--- config.mk ---
export PLATFORM = sky130hd
export DESIGN_NAME = pllsw_top
export DESIGN_NICKNAME = d
export VERILOG_FILES = /design/src/logic/pllsw_pkg.sv /design/src/logic/pllsw_phase_if.sv /design/src/logic/pllsw_phase_step.sv /design/src/logic/pllsw_top.sv
export SDC_FILE = /design/constraint.sdc
export NUM_CORES = 1
export LEC_CHECK = 0
export BUFFER_PORTS_ARGS = -buffer_cell sky130_fd_sc_hd__buf_4
export CAP_MARGIN = 20
export CORE_MARGIN = 4
export CORE_UTILIZATION = 45
export DETAILED_ROUTE_END_ITERATION = 12
export PLACE_DENSITY = 0.65
export SLEW_MARGIN = 20
export SYNTH_ARGS = -nofsm -noshare
export SYNTH_HDL_FRONTEND = slang
export SYNTH_SLANG_ARGS = --single-unit
--- constraint.sdc ---
create_clock -name REF_CLK -period 4 [get_ports REF_CLK]
set_input_delay 0.6 -clock REF_CLK [delete_from_list [all_inputs] [get_ports REF_CLK]]
set_output_delay 0.6 -clock REF_CLK [all_outputs]
set_load 0.005 [all_outputs]
--- src/logic/pllsw_pkg.sv ---
// Shared constants and types for the reference clock switchover block
package pllsw_pkg;

    // Clock and loss detection timing
    localparam int          REF_CLK_PERIOD_NS = 10;      // 100 MHz system clock
    localparam int          LOSS_TIME_NS      = 160;     // Quiet time that marks a clock lost
    localparam int          LOSS_CYCLES_I     = (LOSS_TIME_NS + REF_CLK_PERIOD_NS - 1)
                                                / REF_CLK_PERIOD_NS;
    localparam int          LOSS_CNT_W        = 6;       // Wide enough for the loss count
    localparam logic [5:0]  LOSS_CYCLES       = 6'(LOSS_CYCLES_I);
    localparam logic [5:0]  LOSS_CNT_MAX      = 6'h3F;   // Saturation value

    // Phase tap geometry
    localparam int          TAP_W             = 3;       // Eight oscillator taps
    localparam logic [2:0]  TAP_LAST          = 3'h7;
    localparam logic [2:0]  TAP_FIRST         = 3'h0;
    localparam int          COARSE_W          = 8;       // Whole oscillator periods
    localparam logic [7:0]  COARSE_ONE        = 8'h01;
    localparam logic [2:0]  TAP_ONE           = 3'h1;

    // Register bus
    localparam int          ADDR_W            = 4;
    localparam int          DATA_W            = 8;
    localparam logic [3:0]  REG_CTRL          = 4'h0;
    localparam logic [3:0]  REG_STATUS        = 4'h1;
    localparam logic [3:0]  REG_MASK          = 4'h2;
    localparam logic [3:0]  REG_STATE         = 4'h3;
    localparam logic [3:0]  REG_PHASE         = 4'h4;
    localparam logic [3:0]  REG_COARSE        = 4'h5;

    // Control register fields
    localparam int          CTRL_AUTO_BIT     = 0;
    localparam logic [7:0]  CTRL_RESET        = 8'h01;   // Automatic switchover on
    localparam int          PH_UP_BIT         = 0;       // Step direction, 1 = later tap
    localparam int          PH_GO_BIT         = 1;       // Request one step

    // Status and mask fields
    localparam int          ST_W              = 4;
    localparam int          ST_SWITCH         = 0;
    localparam int          ST_LOST_A         = 1;
    localparam int          ST_LOST_B         = 2;
    localparam int          ST_PHASE          = 3;
    localparam logic [3:0]  ST_RESET          = 4'h0;
    localparam logic [3:0]  MASK_RESET        = 4'h0;

    // State register fields
    localparam int          SR_SEL            = 0;
    localparam int          SR_LOST_A         = 1;
    localparam int          SR_LOST_B         = 2;
    localparam int          SR_WAIT           = 3;
    localparam int          SR_BUSY           = 4;

    // Switchover state machine
    typedef enum logic [1:0] {
        PLLSW_IDLE = 2'b00,
        PLLSW_WAIT = 2'b01
    } pllsw_state_e;

    // Input select codes
    localparam logic        SEL_A             = 1'b0;
    localparam logic        SEL_B             = 1'b1;

endpackage

--- src/logic/pllsw_phase_if.sv ---
// Carrier between switchover core and phase stepper
`timescale 1ns/10ps
`default_nettype none

interface pllsw_phase_if;
    import pllsw_pkg::*;
    logic                step_req;   // One-cycle request for a step
    logic                step_up;    // Direction of the requested step
    logic                busy;       // Step pending, waiting for scan edge
    logic                step_done;  // One-cycle pulse, step applied
    logic [TAP_W-1:0]    tap;        // Current fine tap
    logic [COARSE_W-1:0] coarse;     // Current coarse delay

    modport ctrl    (output step_req, output step_up,
                     input busy, input step_done, input tap, input coarse);
    modport stepper (input step_req, input step_up,
                     output busy, output step_done, output tap, output coarse);
endinterface

`default_nettype wire

--- src/logic/pllsw_phase_step.sv ---
// Dynamic phase stepper over the eight oscillator taps
`timescale 1ns/10ps
`default_nettype none

module pllsw_phase_step
    import pllsw_pkg::*;
(
    input  wire logic    clk,
    input  wire logic    rst,
    input  wire logic    scan_clk,
    pllsw_phase_if.stepper ph
);

    logic scan_q;            // Previous scan clock sample
    logic pend_up;           // Latched direction
    logic scan_rise;         // Scan clock rising edge

    assign scan_rise = scan_clk & ~scan_q;

    // Scan clock edge detect; input is synchronous already
    always_ff @(posedge clk) begin
        if (rst) begin
            scan_q <= 1'b0;
        end else begin
            scan_q <= scan_clk;
        end
    end

    // Pending step; requests while busy are dropped, one step at a time
    always_ff @(posedge clk) begin
        if (rst) begin
            ph.busy <= 1'b0;
            pend_up <= 1'b0;
        end else if (ph.busy && scan_rise) begin
            ph.busy <= 1'b0;
        end else if (!ph.busy && ph.step_req) begin
            ph.busy <= 1'b1;
            pend_up <= ph.step_up;
        end
    end

    // Tap and coarse update on the first scan edge after a request
    always_ff @(posedge clk) begin
        if (rst) begin
            ph.tap       <= TAP_FIRST;
            ph.coarse    <= '0;
            ph.step_done <= 1'b0;
        end else begin
            ph.step_done <= ph.busy && scan_rise;
            if (ph.busy && scan_rise) begin
                if (pend_up) begin
                    ph.tap <= ph.tap + TAP_ONE;
                    if (ph.tap == TAP_LAST) begin
                        ph.coarse <= ph.coarse + COARSE_ONE;
                    end
                end else begin
                    ph.tap <= ph.tap - TAP_ONE;
                    if (ph.tap == TAP_FIRST) begin
                        ph.coarse <= ph.coarse - COARSE_ONE;
                    end
                end
            end
        end
    end
endmodule

`default_nettype wire

--- src/logic/pllsw_top.sv ---
// Reference clock switchover control with loss flags and phase stepping
`timescale 1ns/10ps
`default_nettype none

module pllsw_top
    import pllsw_pkg::*;
(
    input  wire logic                REF_CLK,
    input  wire logic                SYS_RST,
    input  wire logic                REF_CLOCK_A,
    input  wire logic                REF_CLOCK_B,
    input  wire logic                SWITCH_REQ,
    input  wire logic                SCAN_CLK,
    input  wire logic [ADDR_W-1:0]   ADDR,
    input  wire logic [DATA_W-1:0]   WDATA,
    input  wire logic                WR,
    input  wire logic                RD,
    output logic      [DATA_W-1:0]   RDATA,
    output logic                     ACTIVE_CLK,
    output logic                     REF_A_LOST_FLAG,
    output logic                     REF_B_LOST_FLAG,
    output logic      [TAP_W-1:0]    PHASE_TAP,
    output logic      [COARSE_W-1:0] COARSE_DELAY,
    output logic                     IRQ
);

    // Saturating increment shared by both loss counters
    function automatic logic [LOSS_CNT_W-1:0] sat_inc(input logic [LOSS_CNT_W-1:0] v);
        if (v == LOSS_CNT_MAX) begin
            return v;
        end
        return v + 6'h01;
    endfunction

    // Register selection used by writes; reads decode ADDR in the read multiplexer
    function automatic logic hit(input logic [ADDR_W-1:0] a, input logic [ADDR_W-1:0] r);
        return a == r;
    endfunction

    pllsw_phase_if ph ();                    // Link to the phase stepper

    logic [1:0]            ref_now;          // Reference clocks, index 0 = A
    logic [1:0]            ref_q;            // Previous reference samples
    logic [LOSS_CNT_W-1:0] idle_cnt [2];     // Cycles since last reference edge
    logic [1:0]            lost;             // Registered loss flags
    logic [1:0]            lost_q;           // Loss flags one cycle ago
    logic                  req_q;            // Previous request sample
    logic                  req_rise;         // Request rising edge
    logic                  auto_go;          // Automatic switchover trigger
    pllsw_state_e          state;            // Switchover state
    pllsw_state_e          next_state;
    logic                  sel;              // Selected input
    logic                  next_sel;
    logic                  target;           // Input being switched to
    logic                  next_target;
    logic                  switch_done;      // One-cycle completion pulse
    logic [DATA_W-1:0]     ctrl;             // Control register
    logic [ST_W-1:0]       status;           // Sticky event bits
    logic [ST_W-1:0]       mask;             // Interrupt mask
    logic [ST_W-1:0]       events;           // Event pulses this cycle
    logic [DATA_W-1:0]     rd_mux;           // Read data before the register

    assign ref_now = {REF_CLOCK_B, REF_CLOCK_A};

    // Reference sample history for edge detection
    always_ff @(posedge REF_CLK) begin
        if (SYS_RST) begin
            ref_q <= 2'h0;
        end else begin
            ref_q <= ref_now;
        end
    end

    // Loss counters; each counts cycles since its own reference last changed
    always_ff @(posedge REF_CLK) begin
        for (int i = 0; i < 2; i++) begin
            if (SYS_RST) begin
                idle_cnt[i] <= '0;
            end else if (ref_now[i] != ref_q[i]) begin
                idle_cnt[i] <= '0;
            end else begin
                idle_cnt[i] <= sat_inc(idle_cnt[i]);
            end
        end
    end

    // Loss flags rise only after the full quiet time
    always_ff @(posedge REF_CLK) begin
        if (SYS_RST) begin
            lost   <= 2'h0;
            lost_q <= 2'h0;
        end else begin
            lost_q <= lost;
            for (int i = 0; i < 2; i++) begin
                lost[i] <= idle_cnt[i] >= LOSS_CYCLES;
            end
        end
    end

    assign REF_A_LOST_FLAG = lost[0];
    assign REF_B_LOST_FLAG = lost[1];

    // Request edge detect; the falling edge is deliberately unused
    always_ff @(posedge REF_CLK) begin
        if (SYS_RST) begin
            req_q <= 1'b0;
        end else begin
            req_q <= SWITCH_REQ;
        end
    end

    assign req_rise = SWITCH_REQ & ~req_q;

    // Automatic trigger, held off while the manual request is high
    assign auto_go = ctrl[CTRL_AUTO_BIT] && !SWITCH_REQ && lost[sel];

    // Switchover decision
    always_comb begin
        next_state  = state;
        next_sel    = sel;
        next_target = target;
        switch_done = 1'b0;
        case (state)
            PLLSW_IDLE: begin
                // Manual edge beats the automatic trigger
                if (req_rise) begin
                    next_target = ~sel;
                    next_state  = PLLSW_WAIT;
                end else if (auto_go) begin
                    next_target = ~sel;
                    next_state  = PLLSW_WAIT;
                end
            end
            PLLSW_WAIT: begin
                // Hold the old input until the target is seen running
                if (!lost[target]) begin
                    next_sel    = target;
                    next_state  = PLLSW_IDLE;
                    switch_done = 1'b1;
                end
            end
            default: begin
                next_state = PLLSW_IDLE;
            end
        endcase
    end

    // Switchover state registers
    always_ff @(posedge REF_CLK) begin
        if (SYS_RST) begin
            state  <= PLLSW_IDLE;
            sel    <= SEL_A;
            target <= SEL_A;
        end else begin
            state  <= next_state;
            sel    <= next_sel;
            target <= next_target;
        end
    end

    assign ACTIVE_CLK = sel;

    // Control and mask writes
    always_ff @(posedge REF_CLK) begin
        if (SYS_RST) begin
            ctrl <= CTRL_RESET;
            mask <= MASK_RESET;
        end else if (WR) begin
            if (hit(ADDR, REG_CTRL)) begin
                ctrl <= WDATA;
            end
            if (hit(ADDR, REG_MASK)) begin
                mask <= WDATA[ST_W-1:0];
            end
        end
    end

    // A phase step is requested by a register write with the go bit
    assign ph.step_req = WR && hit(ADDR, REG_PHASE) && WDATA[PH_GO_BIT];
    assign ph.step_up  = WDATA[PH_UP_BIT];

    pllsw_phase_step u_step (
        .clk      (REF_CLK),
        .rst      (SYS_RST),
        .scan_clk (SCAN_CLK),
        .ph       (ph)
    );

    assign PHASE_TAP    = ph.tap;
    assign COARSE_DELAY = ph.coarse;

    // Event pulses: completion, new loss, phase step
    always_comb begin
        events            = '0;
        events[ST_SWITCH] = switch_done;
        events[ST_LOST_A] = lost[0] & ~lost_q[0];
        events[ST_LOST_B] = lost[1] & ~lost_q[1];
        events[ST_PHASE]  = ph.step_done;
    end

    // Sticky status, write one to clear; a new event wins over the clear
    always_ff @(posedge REF_CLK) begin
        if (SYS_RST) begin
            status <= ST_RESET;
        end else if (WR && hit(ADDR, REG_STATUS)) begin
            status <= (status & ~WDATA[ST_W-1:0]) | events;
        end else begin
            status <= status | events;
        end
    end

    // Level interrupt from unmasked status
    assign IRQ = |(status & mask);

    // Read multiplexer; unmapped addresses read zero
    always_comb begin
        rd_mux = '0;
        case (ADDR)
            REG_CTRL:   rd_mux = ctrl;
            REG_STATUS: rd_mux[ST_W-1:0] = status;
            REG_MASK:   rd_mux[ST_W-1:0] = mask;
            REG_STATE: begin
                rd_mux[SR_SEL]    = sel;
                rd_mux[SR_LOST_A] = lost[0];
                rd_mux[SR_LOST_B] = lost[1];
                rd_mux[SR_WAIT]   = state == PLLSW_WAIT;
                rd_mux[SR_BUSY]   = ph.busy;
            end
            REG_PHASE:  rd_mux[TAP_W-1:0] = ph.tap;
            REG_COARSE: rd_mux = ph.coarse;
            default:    rd_mux = '0;
        endcase
    end

    // Read data stand for the single cycle after the strobe
    always_ff @(posedge REF_CLK) begin
        if (SYS_RST) begin
            RDATA <= '0;
        end else if (RD) begin
            RDATA <= rd_mux;
        end else begin
            RDATA <= '0;
        end
    end
endmodule

`default_nettype wire

==> results of run 1 <==
[layout make-up]
| cell class | instances | area share |
|---|---|---|
| clock buffers | 13 | 0.04148 |
| flip-flops and latches | 61 | 0.4006 |
| repair buffers | 43 | 0.09641 |
| inverters | 8 | 0.008969 |
| well taps | 75 | 0.02803 |
| clock inverters | 3 | 0.004111 |
| multi-input cells | 219 | 0.4204 |
[worst reg2reg max path, stage by stage (launching register included)]
cell      delay [ps]
dfxtp_1          440
inv_1            210
ha_1             400
a21oi_1          290
a211oi_1         120
or3_1            350
a21oi_1          170
mux2_2           340
[flip-flops by register name, indices dropped and copies added (netlist names), 2 cells and up]
signal	count
idle_cnt	12
status	4
mask	4
lost_q	2
ref_q	2
ctrl	8
RDATA	8
lost	2
u_step.ph.tap	3
u_step.ph.coarse	8
[per-layer routing]
layer | share of wire | global-route usage | vias to the layer above
met3 | 0.064 | 0.04068 | 14
met5 | 0 | 0 | -
li1 | - | - | 1164
met4 | 0.021 | 0.09207 | 0
met1 | 0.47 | 0.2621 | 1098
met2 | 0.44 | 0.2678 | 63
[Yosys cell counts, drive strengths merged]
library cell	number	share of area
nand3b	3	0.0080
edfxtp	12	0.13
xnor2	8	0.025
nand2b	4	0.0089
a211oi	4	0.011
a32oi	1	0.0031
a21oi	30	0.055
nand4	4	0.0089
mux4	1	0.0080
mux2i	3	0.011
xor2	6	0.019
or4	1	0.0040
o21bai	1	0.0027
a21o	3	0.011
o31ai	1	0.0027
fa	2	0.014
or3	2	0.0045
nand3	16	0.028
nand2	25	0.033
mux2	8	0.032
buf	2	0.0027
and3	8	0.018
a21boi	1	0.0027
clkbuf	8	0.011
a211o	2	0.0062
a2111oi	1	0.0031
a22o	4	0.012
a222oi	2	0.0071
nor4	2	0.0045
nor2b	9	0.020
dfxtp	49	0.35
a31oi	1	0.0022
o211ai	2	0.0053
nor2	36	0.048
ha	8	0.036
o21ai	10	0.018
and2	1	0.0022
inv	8	0.011
a22oi	7	0.019
nor3b	2	0.0053
[logic make-up (layout without fill, tap and decap cells)]
kind of cell,Yosys count,after routing,share of synthesized area
adders and majority gates,10,10,0.04987
buffers and inverters,18,67,0.02404
DFF,61,61,0.4773
and+or+nand+nor,113,113,0.1941
xor gates and xnor gates,14,14,0.04363
AOI/OAI and AO/OA,70,70,0.1603
muxes,12,12,0.05076
[power groups by stage]
stage / Clock (mW) / Combinational, mW / Sequential, mW
after floorplan: 0 / 0.0468 / 0.657
after global placement: 0 / 0.0768 / 0.659
after detailed placement: 0 / 0.0778 / 0.659
after CTS: 0.460 / 0.0782 / 0.646
after global routing: 0.491 / 0.0875 / 0.647
final: 0.453 / 0.0779 / 0.646
[path summary, 6_finish.rpt]
| kind | endpoint | slack (ps) | from |
|---|---|---|---|
| worst min-delay path | u_step.ph.step_done$_SDFF_PP0_ | 450 | u_step.scan_q$_SDFF_PP0_ |
| worst max register to register | u_step.ph.coarse[7]$_SDFFE_PP0P_ | 1570 | u_step.pend_up$_SDFFE_PP0P_ |
| worst min register to register | u_step.ph.step_done$_SDFF_PP0_ | 450 | u_step.scan_q$_SDFF_PP0_ |
| worst max-delay path | u_step.ph.coarse[7]$_SDFFE_PP0P_ | 1570 | u_step.pend_up$_SDFFE_PP0P_ |
[through the flow]
stage                     instances  hold slack, ps  power [mW]
after CTS                       422           443.7       1.184
after global routing            422           462.7       1.225
after floorplan                 298           407.1      0.7034
final                           422           445.1       1.177
after global placement          406           430.3      0.7358
after detailed placement        406           431.9      0.7370
==> summary.md, run 1 <==
| Metric | Value |
|---|---|
| Run status | `completed` |
| Post-Syn Area | `around 0.0028 mm^2` |
| Via count | `~2300` |
| Gr usage total | `0.1862` |
| Routed Antenna Nets | `0` |
| DRT iter0 DRCs | `just under 200` |
| Crit path launch type | `register` |
| Vias/cell | `5.543` |
| Avg Cell Area, Syn | `roughly 9.4 um^2` |
| CP Cell Sequence | `inv_1 > ha_1 > a21oi_1 > a211oi_1 > or3_1 > a21oi_1 > mux2_2` |
| WS Path Type | `reg -> reg` |
| Max Clock Skew | `a little over 9 ps` |
| Fraction of layout cells with a size suffix above 1 | `0.1931` |
| Design area | `0.003348 mm^2` |
| DR WL/cell | `~15 um` |
| CP bufs+invs | `1` |
| # port buffers | `between 40 and 50` |
| Max cap viols | `0` |
| Min cycle time layout | `roughly 2400 ps` |
| Crit path max fanout | `8` |
| Max-slew headroom | `0.4926` |
| Least-Margin Pin Slew | `about 760 ps` |
| Sw frac | `0.2421` |
| Critical path data arrival time | `between 2000 and 3000 ps` |
| Post-synth cell types | `42` |
| Combinational fraction of design power | `0.066` |
| Cell Int Power | `just under 900 uW` |
| Final WS setup | `approximately 1600 ps` |
| Area of the multi-input gates | `approximately 0.0014 mm^2` |
| Cell Area, Placed | `approximately 0.0032 mm^2` |
| Synth Register Bits | `61` |
| Peak VDD IR | `0.2152 mV` |
| Clock buffer depth | `2` |
| TritonCTS Buffers | `9` |
| Detail Placement HPWL | `around 4.6 mm` |
| Post-Route Setup TNS | `0 ps` |
| Total stage count of the critical path | `7` |
| Setup-failing EPs final | `0` |
| # IOs | `43` |
| First-pass GRT wire length | `~11 mm` |
| Post-CTS resize count | `0` |
| Most common cell after layout, fill and taps aside | `dfxtp_1` |
| Die W | `87.03 um` |
| Top delay family on crit path | `compound AO/OA/AOI/OAI gates` |
| Slowest CP cell | `dfxtp_1` |
| Clock Power Share | `0.385` |
| Reg2reg path depth | `7` |
| Min-Delay Path Class | `reg -> reg` |
| Total grt overflow | `0` |
| Most used cell, CP | `a21oi_1` |
| Hold depth | `1` |
| Nets | `372` |
| Skew-Pair Late Insertion Delay | `approximately 340 ps` |
| # H-tree levels | `3` |
| Slew Limit Fails | `0` |
| Antenna violations before repair | `0` |
| Diodes inserted | `0` |
| Vias in the first global route | `roughly 2300` |
| Leakage | `approximately 1.4 nW` |
| DR pass1 iterations | `4` |
| Clock transition at path regs | `approximately 60 ps` |
| Total Wirelength | `approximately 6.5 mm` |
| CP required | `4230 ps` |
| Max stage delay on crit path | `~440 ps` |
| Crit. End Element | `register` |
| Post-route clock period utilization | `0.6079` |
| CTS tree | `done` |
| Final core utilization | `0.5589` |
| Sequential cell area | `between 0.001 and 0.0015 mm^2` |
| Synth-to-Final Area Change | `19.15%` |
| CTS root buf | `clkbuf_8` |
| Commonest cells after routing, fill and taps aside | `dfxtp_1 (49), buf_4 (43), nor2_1 (36)` |
| Die outline area | `around 0.0076 mm^2` |
| Hold buffers post-CTS | `0` |
| Initial Util | `0.4691` |
| Largest net degree at the start of global routing | `38` |
| Place WS | `approximately 1600 ps` |
| PD cells | `approximately 350 mW/mm^2` |
| Switching pwr | `~280 uW` |
| Sink Count | `61` |
| RSZ-0062 raised after global routing | `no` |
| Seq pwr share | `0.549` |
| Fin. Hold Viols | `0` |
| Sequential area share after synthesis | `0.4773` |
| Total number of yosys warnings | `0` |
| Die Y | `roughly 87 um` |
| Setup Buffers After CTS | `0` |
| Row cnt | `28` |
| Gpl congestion | `0.8400` |
| Core area | `roughly 0.0060 mm^2` |
| Layout fillers | `around 540` |
| DR DRC count | `0` |
| Max Fclk | `about 0.41 GHz` |
| Syn nets | `about 330` |
| Cells after Synth | `~300` |
Note: power is estimated with default switching activity, not from simulation.
==> run 2: changes to the inputs <==
--- a/config.mk
+++ b/config.mk
@@ -5,12 +5,13 @@
 export SDC_FILE = /design/constraint.sdc
 export NUM_CORES = 1
 export LEC_CHECK = 0
+export ABC_AREA = 1
 export BUFFER_PORTS_ARGS = -buffer_cell sky130_fd_sc_hd__buf_4
 export CAP_MARGIN = 20
 export CORE_MARGIN = 4
 export CORE_UTILIZATION = 45
 export DETAILED_ROUTE_END_ITERATION = 12
-export PLACE_DENSITY = 0.65
+export PLACE_DENSITY = 0.67
 export SLEW_MARGIN = 20
 export SYNTH_ARGS = -nofsm -noshare
 export SYNTH_HDL_FRONTEND = slang
==> constraint.sdc (replaced) <==
create_clock -name REF_CLK -period 2.05 [get_ports REF_CLK]
set_input_delay 0.3075 -clock REF_CLK [delete_from_list [all_inputs] [get_ports REF_CLK]]
set_output_delay 0.3075 -clock REF_CLK [all_outputs]
set_load 0.005 [all_outputs]
==> summary.md, run 2 <==
| Metric | Value |
|---|---|
| Nets | `467 (was 372)` |
| Slew Limit Fails | `0 (unchanged)` |
| Synth-to-Final Area Change | `20.70% (was 19.15%)` |
| Least-Margin Pin Slew | `443.0 ps (was 759.5 ps)` |
| Cells after Synth | `388 (was 298)` |
| Total grt overflow | `0 (unchanged)` |
| Fin. Hold Viols | `0 (unchanged)` |
| Max cap viols | `0 (unchanged)` |
| Clock buffer depth | `2 (unchanged)` |
| Critical path data arrival time | `2030 ps (was 2660 ps)` |
| Sink Count | `61 (unchanged)` |
| Clock transition at path regs | `70 ps (was 60 ps)` |
| Skew-Pair Late Insertion Delay | `340 ps (about the same)` |
| Fraction of layout cells with a size suffix above 1 | `0.1855 (was 0.1931)` |
| Leakage | `1.555 nW (was 1.380 nW)` |
| # IOs | `43 (unchanged)` |
| DR pass1 iterations | `4 (unchanged)` |
| Post-synthesis simple-gate area fraction | `0.2625 (was 0.1941)` |
| Setup-failing EPs final | `0 (unchanged)` |
| Synth Register Bits | `61 (unchanged)` |
| # H-tree levels | `3 (unchanged)` |
| Avg Cell Area, Syn | `7.617 um^2 (was 9.430 um^2)` |
| Synth top area cells | `dfxtp_1 (33%), edfxtp_1 (12%), nand2_1 (7.5%), inv_1 (7.0%), nor2_1 (6.5%) (was dfxtp_1 (35%), edfxtp_1 (13%), a21oi_1 (5.2%), nor2_1 (4.8%), ha_1 (3.6%))` |
| Die W | `89.04 um (was 87.03 um)` |
| Crit path launch type | `register (unchanged)` |
| Post-Route Setup TNS | `0 ps (unchanged)` |
| Via count | `2562 (was 2339)` |
| Initial Util | `0.4654 (was 0.4691)` |
| Complex-gate fraction of the synthesized area | `0.1376 (was 0.1603)` |
| Max reg flops | `12 (unchanged)` |
| Run status | `completed (unchanged)` |
| Sequential area share after synthesis | `0.4539 (was 0.4773)` |
| Die Y | `89.04 um (was 87.03 um)` |
| Crit path max fanout | `9 (was 8)` |
| Peak VDD IR | `0.4807 mV (was 0.2152 mV)` |
| Max-slew headroom | `0.7024 (was 0.4926)` |
| Post-synthesis adder-cell area fraction | `0.04742 (was 0.04987)` |
| Largest net degree at the start of global routing | `23 (was 38)` |
| Gr usage total | `0.1777 (was 0.1862)` |
| Most common cell after layout, fill and taps aside | `nand2_1 (was dfxtp_1)` |
| Hold buffers post-CTS | `0 (unchanged)` |
| Antenna violations before repair | `0 (unchanged)` |
| CTS tree | `done (unchanged)` |
| DRT iter0 DRCs | `129 (was 194)` |
| Vias in the first global route | `2371 (was 2250)` |
| Setup Buffers After CTS | `0 (unchanged)` |
| Post-Synth XOR/XNOR Area | `0.01482 (was 0.04363)` |
| Diodes inserted | `0 (unchanged)` |
| CTS root buf | `clkbuf_8 (unchanged)` |
| Largest area contributor in the synthesized netlist | `dfxtp_1 (unchanged)` |
| RSZ-0062 raised after global routing | `no (unchanged)` |
| Total Wirelength | `6.355 mm (was 6.532 mm)` |
| Synth top area share | `0.3319 (was 0.3491)` |
| Crit. End Element | `register (unchanged)` |
| Dpl cells | `503 (was 406)` |
| Vias/cell | `4.936 (was 5.543)` |
| Commonest cells after routing, fill and taps aside | `nand2_1 (59), inv_1 (55), nor2_1 (51) (was dfxtp_1 (49), buf_4 (43), nor2_1 (36))` |
| Post-CTS resize count | `0 (unchanged)` |
| Syn nets | `418 (was 328)` |
| Count leader, synth | `nand2_1 (was dfxtp_1)` |
| WS Path Type | `reg -> reg (unchanged)` |
| Post-synthesis mux area share | `0 (was 0.05076)` |
| Post-route clock period utilization | `0.8725 (was 0.6079)` |
| TritonCTS Buffers | `9 (unchanged)` |
| Core area | `0.006350 mm^2 (was 0.005991 mm^2)` |
| First-pass GRT wire length | `10.81 mm (was 10.96 mm)` |
| Cell Count, Final, Fillers Out | `519 (was 422)` |
| Detail Placement HPWL | `4.802 mm (was 4.554 mm)` |
| DR WL/cell | `12.24 um (was 15.48 um)` |
| # port buffers | `42 (unchanged)` |
| DR DRC count | `0 (unchanged)` |
| Die outline area | `0.007928 mm^2 (was 0.007573 mm^2)` |
| Top cells by count, synth | `nand2_1 (59), inv_1 (55), nor2_1 (51) (was dfxtp_1 (49), nor2_1 (36), a21oi_1 (29))` |
| Gpl congestion | `0.8471 (was 0.8400)` |
| Reg with most FFs | `idle_cnt (unchanged)` |
| Post-Syn Area | `0.002955 mm^2 (was 0.002810 mm^2)` |
| Max Clock Skew | `6.153 ps (was 9.212 ps)` |
| CP required | `2300 ps (was 4230 ps)` |
| Routed Antenna Nets | `0 (unchanged)` |
| PD cells | `723.6 mW/mm^2 (was 351.5 mW/mm^2)` |
| Post-synth cell types | `32 (was 42)` |
| Row cnt | `29 (was 28)` |
| Min-Delay Path Class | `in -> reg (was reg -> reg)` |
| Prevailing post-synth register cell | `dfxtp_1 (unchanged)` |
| Post-synth EDFFs | `12 (unchanged)` |
| Min cycle time layout | `1789 ps (was 2431 ps)` |
| Max Fclk | `0.5591 GHz (was 0.4113 GHz)` |
| Fraction of registers with async set/reset | `0 (unchanged)` |
| Main combinational cell family by area after synthesis | `simple AND/OR/NAND/NOR gates (unchanged)` |
| Total number of yosys warnings | `0 (unchanged)` |
## run 2: worst max-delay path: stages, from the launching register on
cell      delay [ps]
dfxtp_1          420
inv_1            210
ha_1             370
or2_2            320
nand3b_1         100
nand2_1           60
nand2_1           60
nand3_1           60
nand2_1           60
inv_1             30
## run 2: cell type report
cell class,count,area (um^2)
fillers,604,2783
multi-input cells,262,1366
flip-flops and latches,61,1341
repair buffers,43,322.8
inverters,60,226.5
clock buffers,9,123.9
well taps,77,96.34
clock inverters,7,90.09
## run 2: path summary, 6_finish.rpt
path	startpoint	slack, ps	cells past startpoint	end
max reg2reg	u_step.pend_up$_SDFFE_PP0P_	260	9	u_step.ph.coarse[6]$_SDFFE_PP0P_
min	REF_CLOCK_A	180	3	ref_q[0]$_SDFF_PP0_
max	u_step.pend_up$_SDFFE_PP0P_	260	9	u_step.ph.coarse[6]$_SDFFE_PP0P_
min reg2reg	lost_q[0]$_SDFF_PP0_	430	1	status[1]$_SDFF_PP0_
## run 2: per-layer routing
metal,vias to the layer above,track usage,part of all wire,wire [um]
met1,1133,0.2506,0.49,3083
met3,11,0.04885,0.068,432
li1,1364,-,-,-
met2,54,0.2591,0.43,2736
met5,-,0,0,0
met4,0,0.06901,0.016,103
## run 2: cell families (layout without fill, tap and decap cells)
logic type	after synthesis	after routing
AO/OA/AOI/OAI	78	78
XOR/XNOR	5	5
adder cells (fa/ha/maj)	10	10
buffers and inverters	65	119
flip-flops	61	61
AND/OR/NAND/NOR	169	169
## run 2: stage by stage
step           area (um^2)  hold WS (ps)    util  setup WS (ps)  power (mW)
6_report              3567         179.4  0.5618          261.3       2.581
5_1_grt               3567         183.2  0.5618          120.9       2.687
4_1_cts               3567         173.5  0.5618          269.9       2.608
3_5_place_dp          3353         415.9  0.5281          279.0       1.459
3_3_place_gp          3353         420.2  0.5281          336.9       1.457
2_1_floorplan         2955         391.4       -          431.7       1.388
## run 2: where the power goes
part | internal (mW) | total (mW) | switching (mW)
clock | 0.676 | 1.15 | 0.472
combinational | 0.0678 | 0.173 | 0.105
sequential | 1.24 | 1.26 | 0.0156
total | 1.99 | 2.58 | 0.593
==> run 3: changes to the inputs <==
--- a/config.mk
+++ b/config.mk
@@ -6,12 +6,12 @@
 export NUM_CORES = 1
 export LEC_CHECK = 0
 export ABC_AREA = 1
-export BUFFER_PORTS_ARGS = -buffer_cell sky130_fd_sc_hd__buf_4
 export CAP_MARGIN = 20
 export CORE_MARGIN = 4
-export CORE_UTILIZATION = 45
+export CORE_UTILIZATION = 57
 export DETAILED_ROUTE_END_ITERATION = 12
-export PLACE_DENSITY = 0.67
+export DONT_BUFFER_PORTS = 1
+export PLACE_DENSITY = 0.74
 export SLEW_MARGIN = 20
 export SYNTH_ARGS = -nofsm -noshare
 export SYNTH_HDL_FRONTEND = slang
==> summary.md, run 3 (same netlist as run 2, synthesis figures left out) <==
| Metric | Value |
|---|---|
| Die W | `80.01 um (was 89.04 um)` |
| Nets | `431 (was 467)` |
| Dpl cells | `451 (was 503)` |
| DRT iter0 DRCs | `193 (was 129)` |
| Diodes inserted | `0 (unchanged)` |
| Fin. Hold Viols | `0 (unchanged)` |
| # port buffers | `0 (was 42)` |
| Routed Antenna Nets | `0 (unchanged)` |
| Min-Delay Path Class | `in -> reg (unchanged)` |
| Antenna violations before repair | `0 (unchanged)` |
| Total grt overflow | `0 (unchanged)` |
| Initial Util | `0.6056 (was 0.4654)` |
| Min cycle time layout | `1845 ps (was 1789 ps)` |
| Max reg flops | `12 (unchanged)` |
| Detail Placement HPWL | `4.761 mm (was 4.802 mm)` |
| Crit. End Element | `register (unchanged)` |
| Slew Limit Fails | `0 (unchanged)` |
| Cell Count, Final, Fillers Out | `473 (was 519)` |
| CTS root buf | `clkbuf_8 (unchanged)` |
| # IOs | `43 (unchanged)` |
| Slowest CP cell | `dfxtp_2 (was dfxtp_1)` |
| Max Clock Skew | `10.75 ps (was 6.153 ps)` |
| Vias/cell | `5.402 (was 4.936)` |
| Via count | `2555 (was 2562)` |
| Most common cell after layout, fill and taps aside | `nand2_1 (unchanged)` |
| Fraction of layout cells with a size suffix above 1 | `0.1108 (was 0.1855)` |
| Top delay family on crit path | `simple AND/OR/NAND/NOR gates (unchanged)` |
| First-pass GRT wire length | `10.93 mm (was 10.81 mm)` |
| Place WS | `225.9 ps (was 279.0 ps)` |
| Sink Count | `61 (unchanged)` |
| Critical path data arrival time | `2090 ps (was 2030 ps)` |
| Commonest cells after routing, fill and taps aside | `nand2_1 (59), inv_1 (54), nor2_1 (51) (was nand2_1 (59), inv_1 (55), nor2_1 (51))` |
| Core area | `0.004880 mm^2 (was 0.006350 mm^2)` |
| DR pass1 iterations | `5 (was 4)` |
| Run status | `completed (unchanged)` |
| Least-Margin Pin Slew | `440.8 ps (was 443.0 ps)` |
| TritonCTS Buffers | `9 (unchanged)` |
| # H-tree levels | `3 (unchanged)` |
| Post-route clock period utilization | `0.8998 (was 0.8725)` |
| Gpl congestion | `0.8887 (was 0.8471)` |
| Max-slew headroom | `0.7038 (was 0.7024)` |
| Gr usage total | `0.2281 (was 0.1777)` |
| Synth-to-Final Area Change | `12.24% (was 20.70%)` |
| Final WS setup | `205.4 ps (was 261.3 ps)` |
| Setup-failing EPs final | `0 (unchanged)` |
| RSZ-0062 raised after global routing | `no (unchanged)` |
| DR DRC count | `0 (unchanged)` |
| Most used cell, CP | `nand2_1 (unchanged)` |
| Row cnt | `25 (was 29)` |
| PD cells | `811.3 mW/mm^2 (was 723.6 mW/mm^2)` |
| Reg with most FFs | `idle_cnt (unchanged)` |
| CTS tree | `done (unchanged)` |
| Leakage | `1.373 nW (was 1.555 nW)` |
| CP Cell Sequence | `clkinvlp_4 > buf_4 > buf_4 > fa_1 > nand2_1 > nand2_1 > nand3b_1 > nand2_1 > nand2_1 > nand3_1 > nand2_1 > inv_1 (was inv_1 > ha_1 > or2_2 > nand3b_1 > nand2_1 > nand2_1 > nand3_1 > nand2_1 > inv_1)` |
| Clock buffer depth | `2 (unchanged)` |
| Clock transition at path regs | `70 ps (about the same)` |
| CP bufs+invs | `4 (was 2)` |
| Largest net degree at the start of global routing | `23 (unchanged)` |
| DR WL/cell | `14.14 um (was 12.24 um)` |
| Vias in the first global route | `2333 (was 2371)` |
| Skew-Pair Late Insertion Delay | `350 ps (was 340 ps)` |
| WS Path Type | `reg -> reg (unchanged)` |
| Max cap viols | `0 (unchanged)` |
| Die outline area | `0.006401 mm^2 (was 0.007928 mm^2)` |
| Crit path max fanout | `6 (was 9)` |
| Crit path launch type | `register (unchanged)` |
| Total Wirelength | `6.688 mm (was 6.355 mm)` |
| Max stage delay on crit path | `410 ps (was 420 ps)` |
| Max Fclk | `0.5421 GHz (was 0.5591 GHz)` |
| Die Y | `80.01 um (was 89.04 um)` |
| Peak VDD IR | `0.4493 mV (was 0.4807 mV)` |
| Post-Route Setup TNS | `0 ps (unchanged)` |
| CP required | `2300 ps (about the same)` |
run 3: cell types whose count changed in the layout (fill, tap and decap cells not counted):
cell           before  now
buf_2               0    1
buf_4              43    4
bufinv_16           2    3
clkbuf_1            0    1
clkinv_2            4    2
clkinv_4            0    1
dfxtp_1            49   48
dfxtp_2             0    1
dlygate4sd3_1       0    2
inv_1              55   54
run 3: path summary, 6_finish.rpt:
path | from | to | slack (ps) | cells after the start
setup / recovery | u_step.pend_up$_SDFFE_PP0P_ | u_step.ph.coarse[6]$_SDFFE_PP0P_ | 210 | 12
hold reg to reg | lost_q[0]$_SDFF_PP0_ | status[1]$_SDFF_PP0_ | 430 | 1
hold / removal | SYS_RST | status[0]$_SDFF_PP0_ | 10 | 1
setup reg to reg | u_step.pend_up$_SDFFE_PP0P_ | u_step.ph.coarse[6]$_SDFFE_PP0P_ | 210 | 12
run 3: worst register-to-register path, delay by kind of cell, from the launching register on:
family	cells	cell delay, ps
flip-flops	1	410
adder cells (fa/ha/maj)	1	400
buffers and inverters	4	440
AND/OR/NAND/NOR	7	500
run 3: routing by layer:
metal / part of all wire / track usage / up-vias
met2: 0.43 / 0.3303 / 85
met5: 0 / 0 / -
met3: 0.078 / 0.07901 / 14
met1: 0.47 / 0.3094 / 1161
li1: - / - / 1295
met4: 0.021 / 0.09122 / 0
run 3: what timing repair did:
action | in CTS | in global routing
resized for setup | 0 | 2
endpoints found under the hold margin | 0 | 3
hold buffers | 0 | 2
endpoints found under the setup margin | 0 | 1
buffers inserted | 0 | 4
run 3: metrics by stage:
step / hold slack, ps / instance area (um^2) / power (mW) / utilization
after floorplan: 391.4 / 2955 / 1.388 / -
final: 14.79 / 3317 / 2.691 / 0.6797
after CTS: 1.830 / 3264 / 2.693 / 0.6690
after global placement: 379.5 / 3025 / 1.404 / 0.6200
after global routing: 0.1339 / 3317 / 2.785 / 0.6797
after detailed placement: 381.6 / 3025 / 1.408 / 0.6200
run 3: layout make-up:
cell class,instances,area (um^2)
Clock buffer,10,127.6
Clock inverter,6,111.4
Fill cell,425,1563
Inverter,60,230.2
Multi-Input combinational cell,262,1366
Sequential cell,61,1343
Tap cell,67,83.83
Timing Repair Buffer,7,55.05
run 3: power by group:
group          switching (mW)  internal [mW]
sequential             0.0173           1.24
clock                   0.496          0.807
combinational          0.0815         0.0458
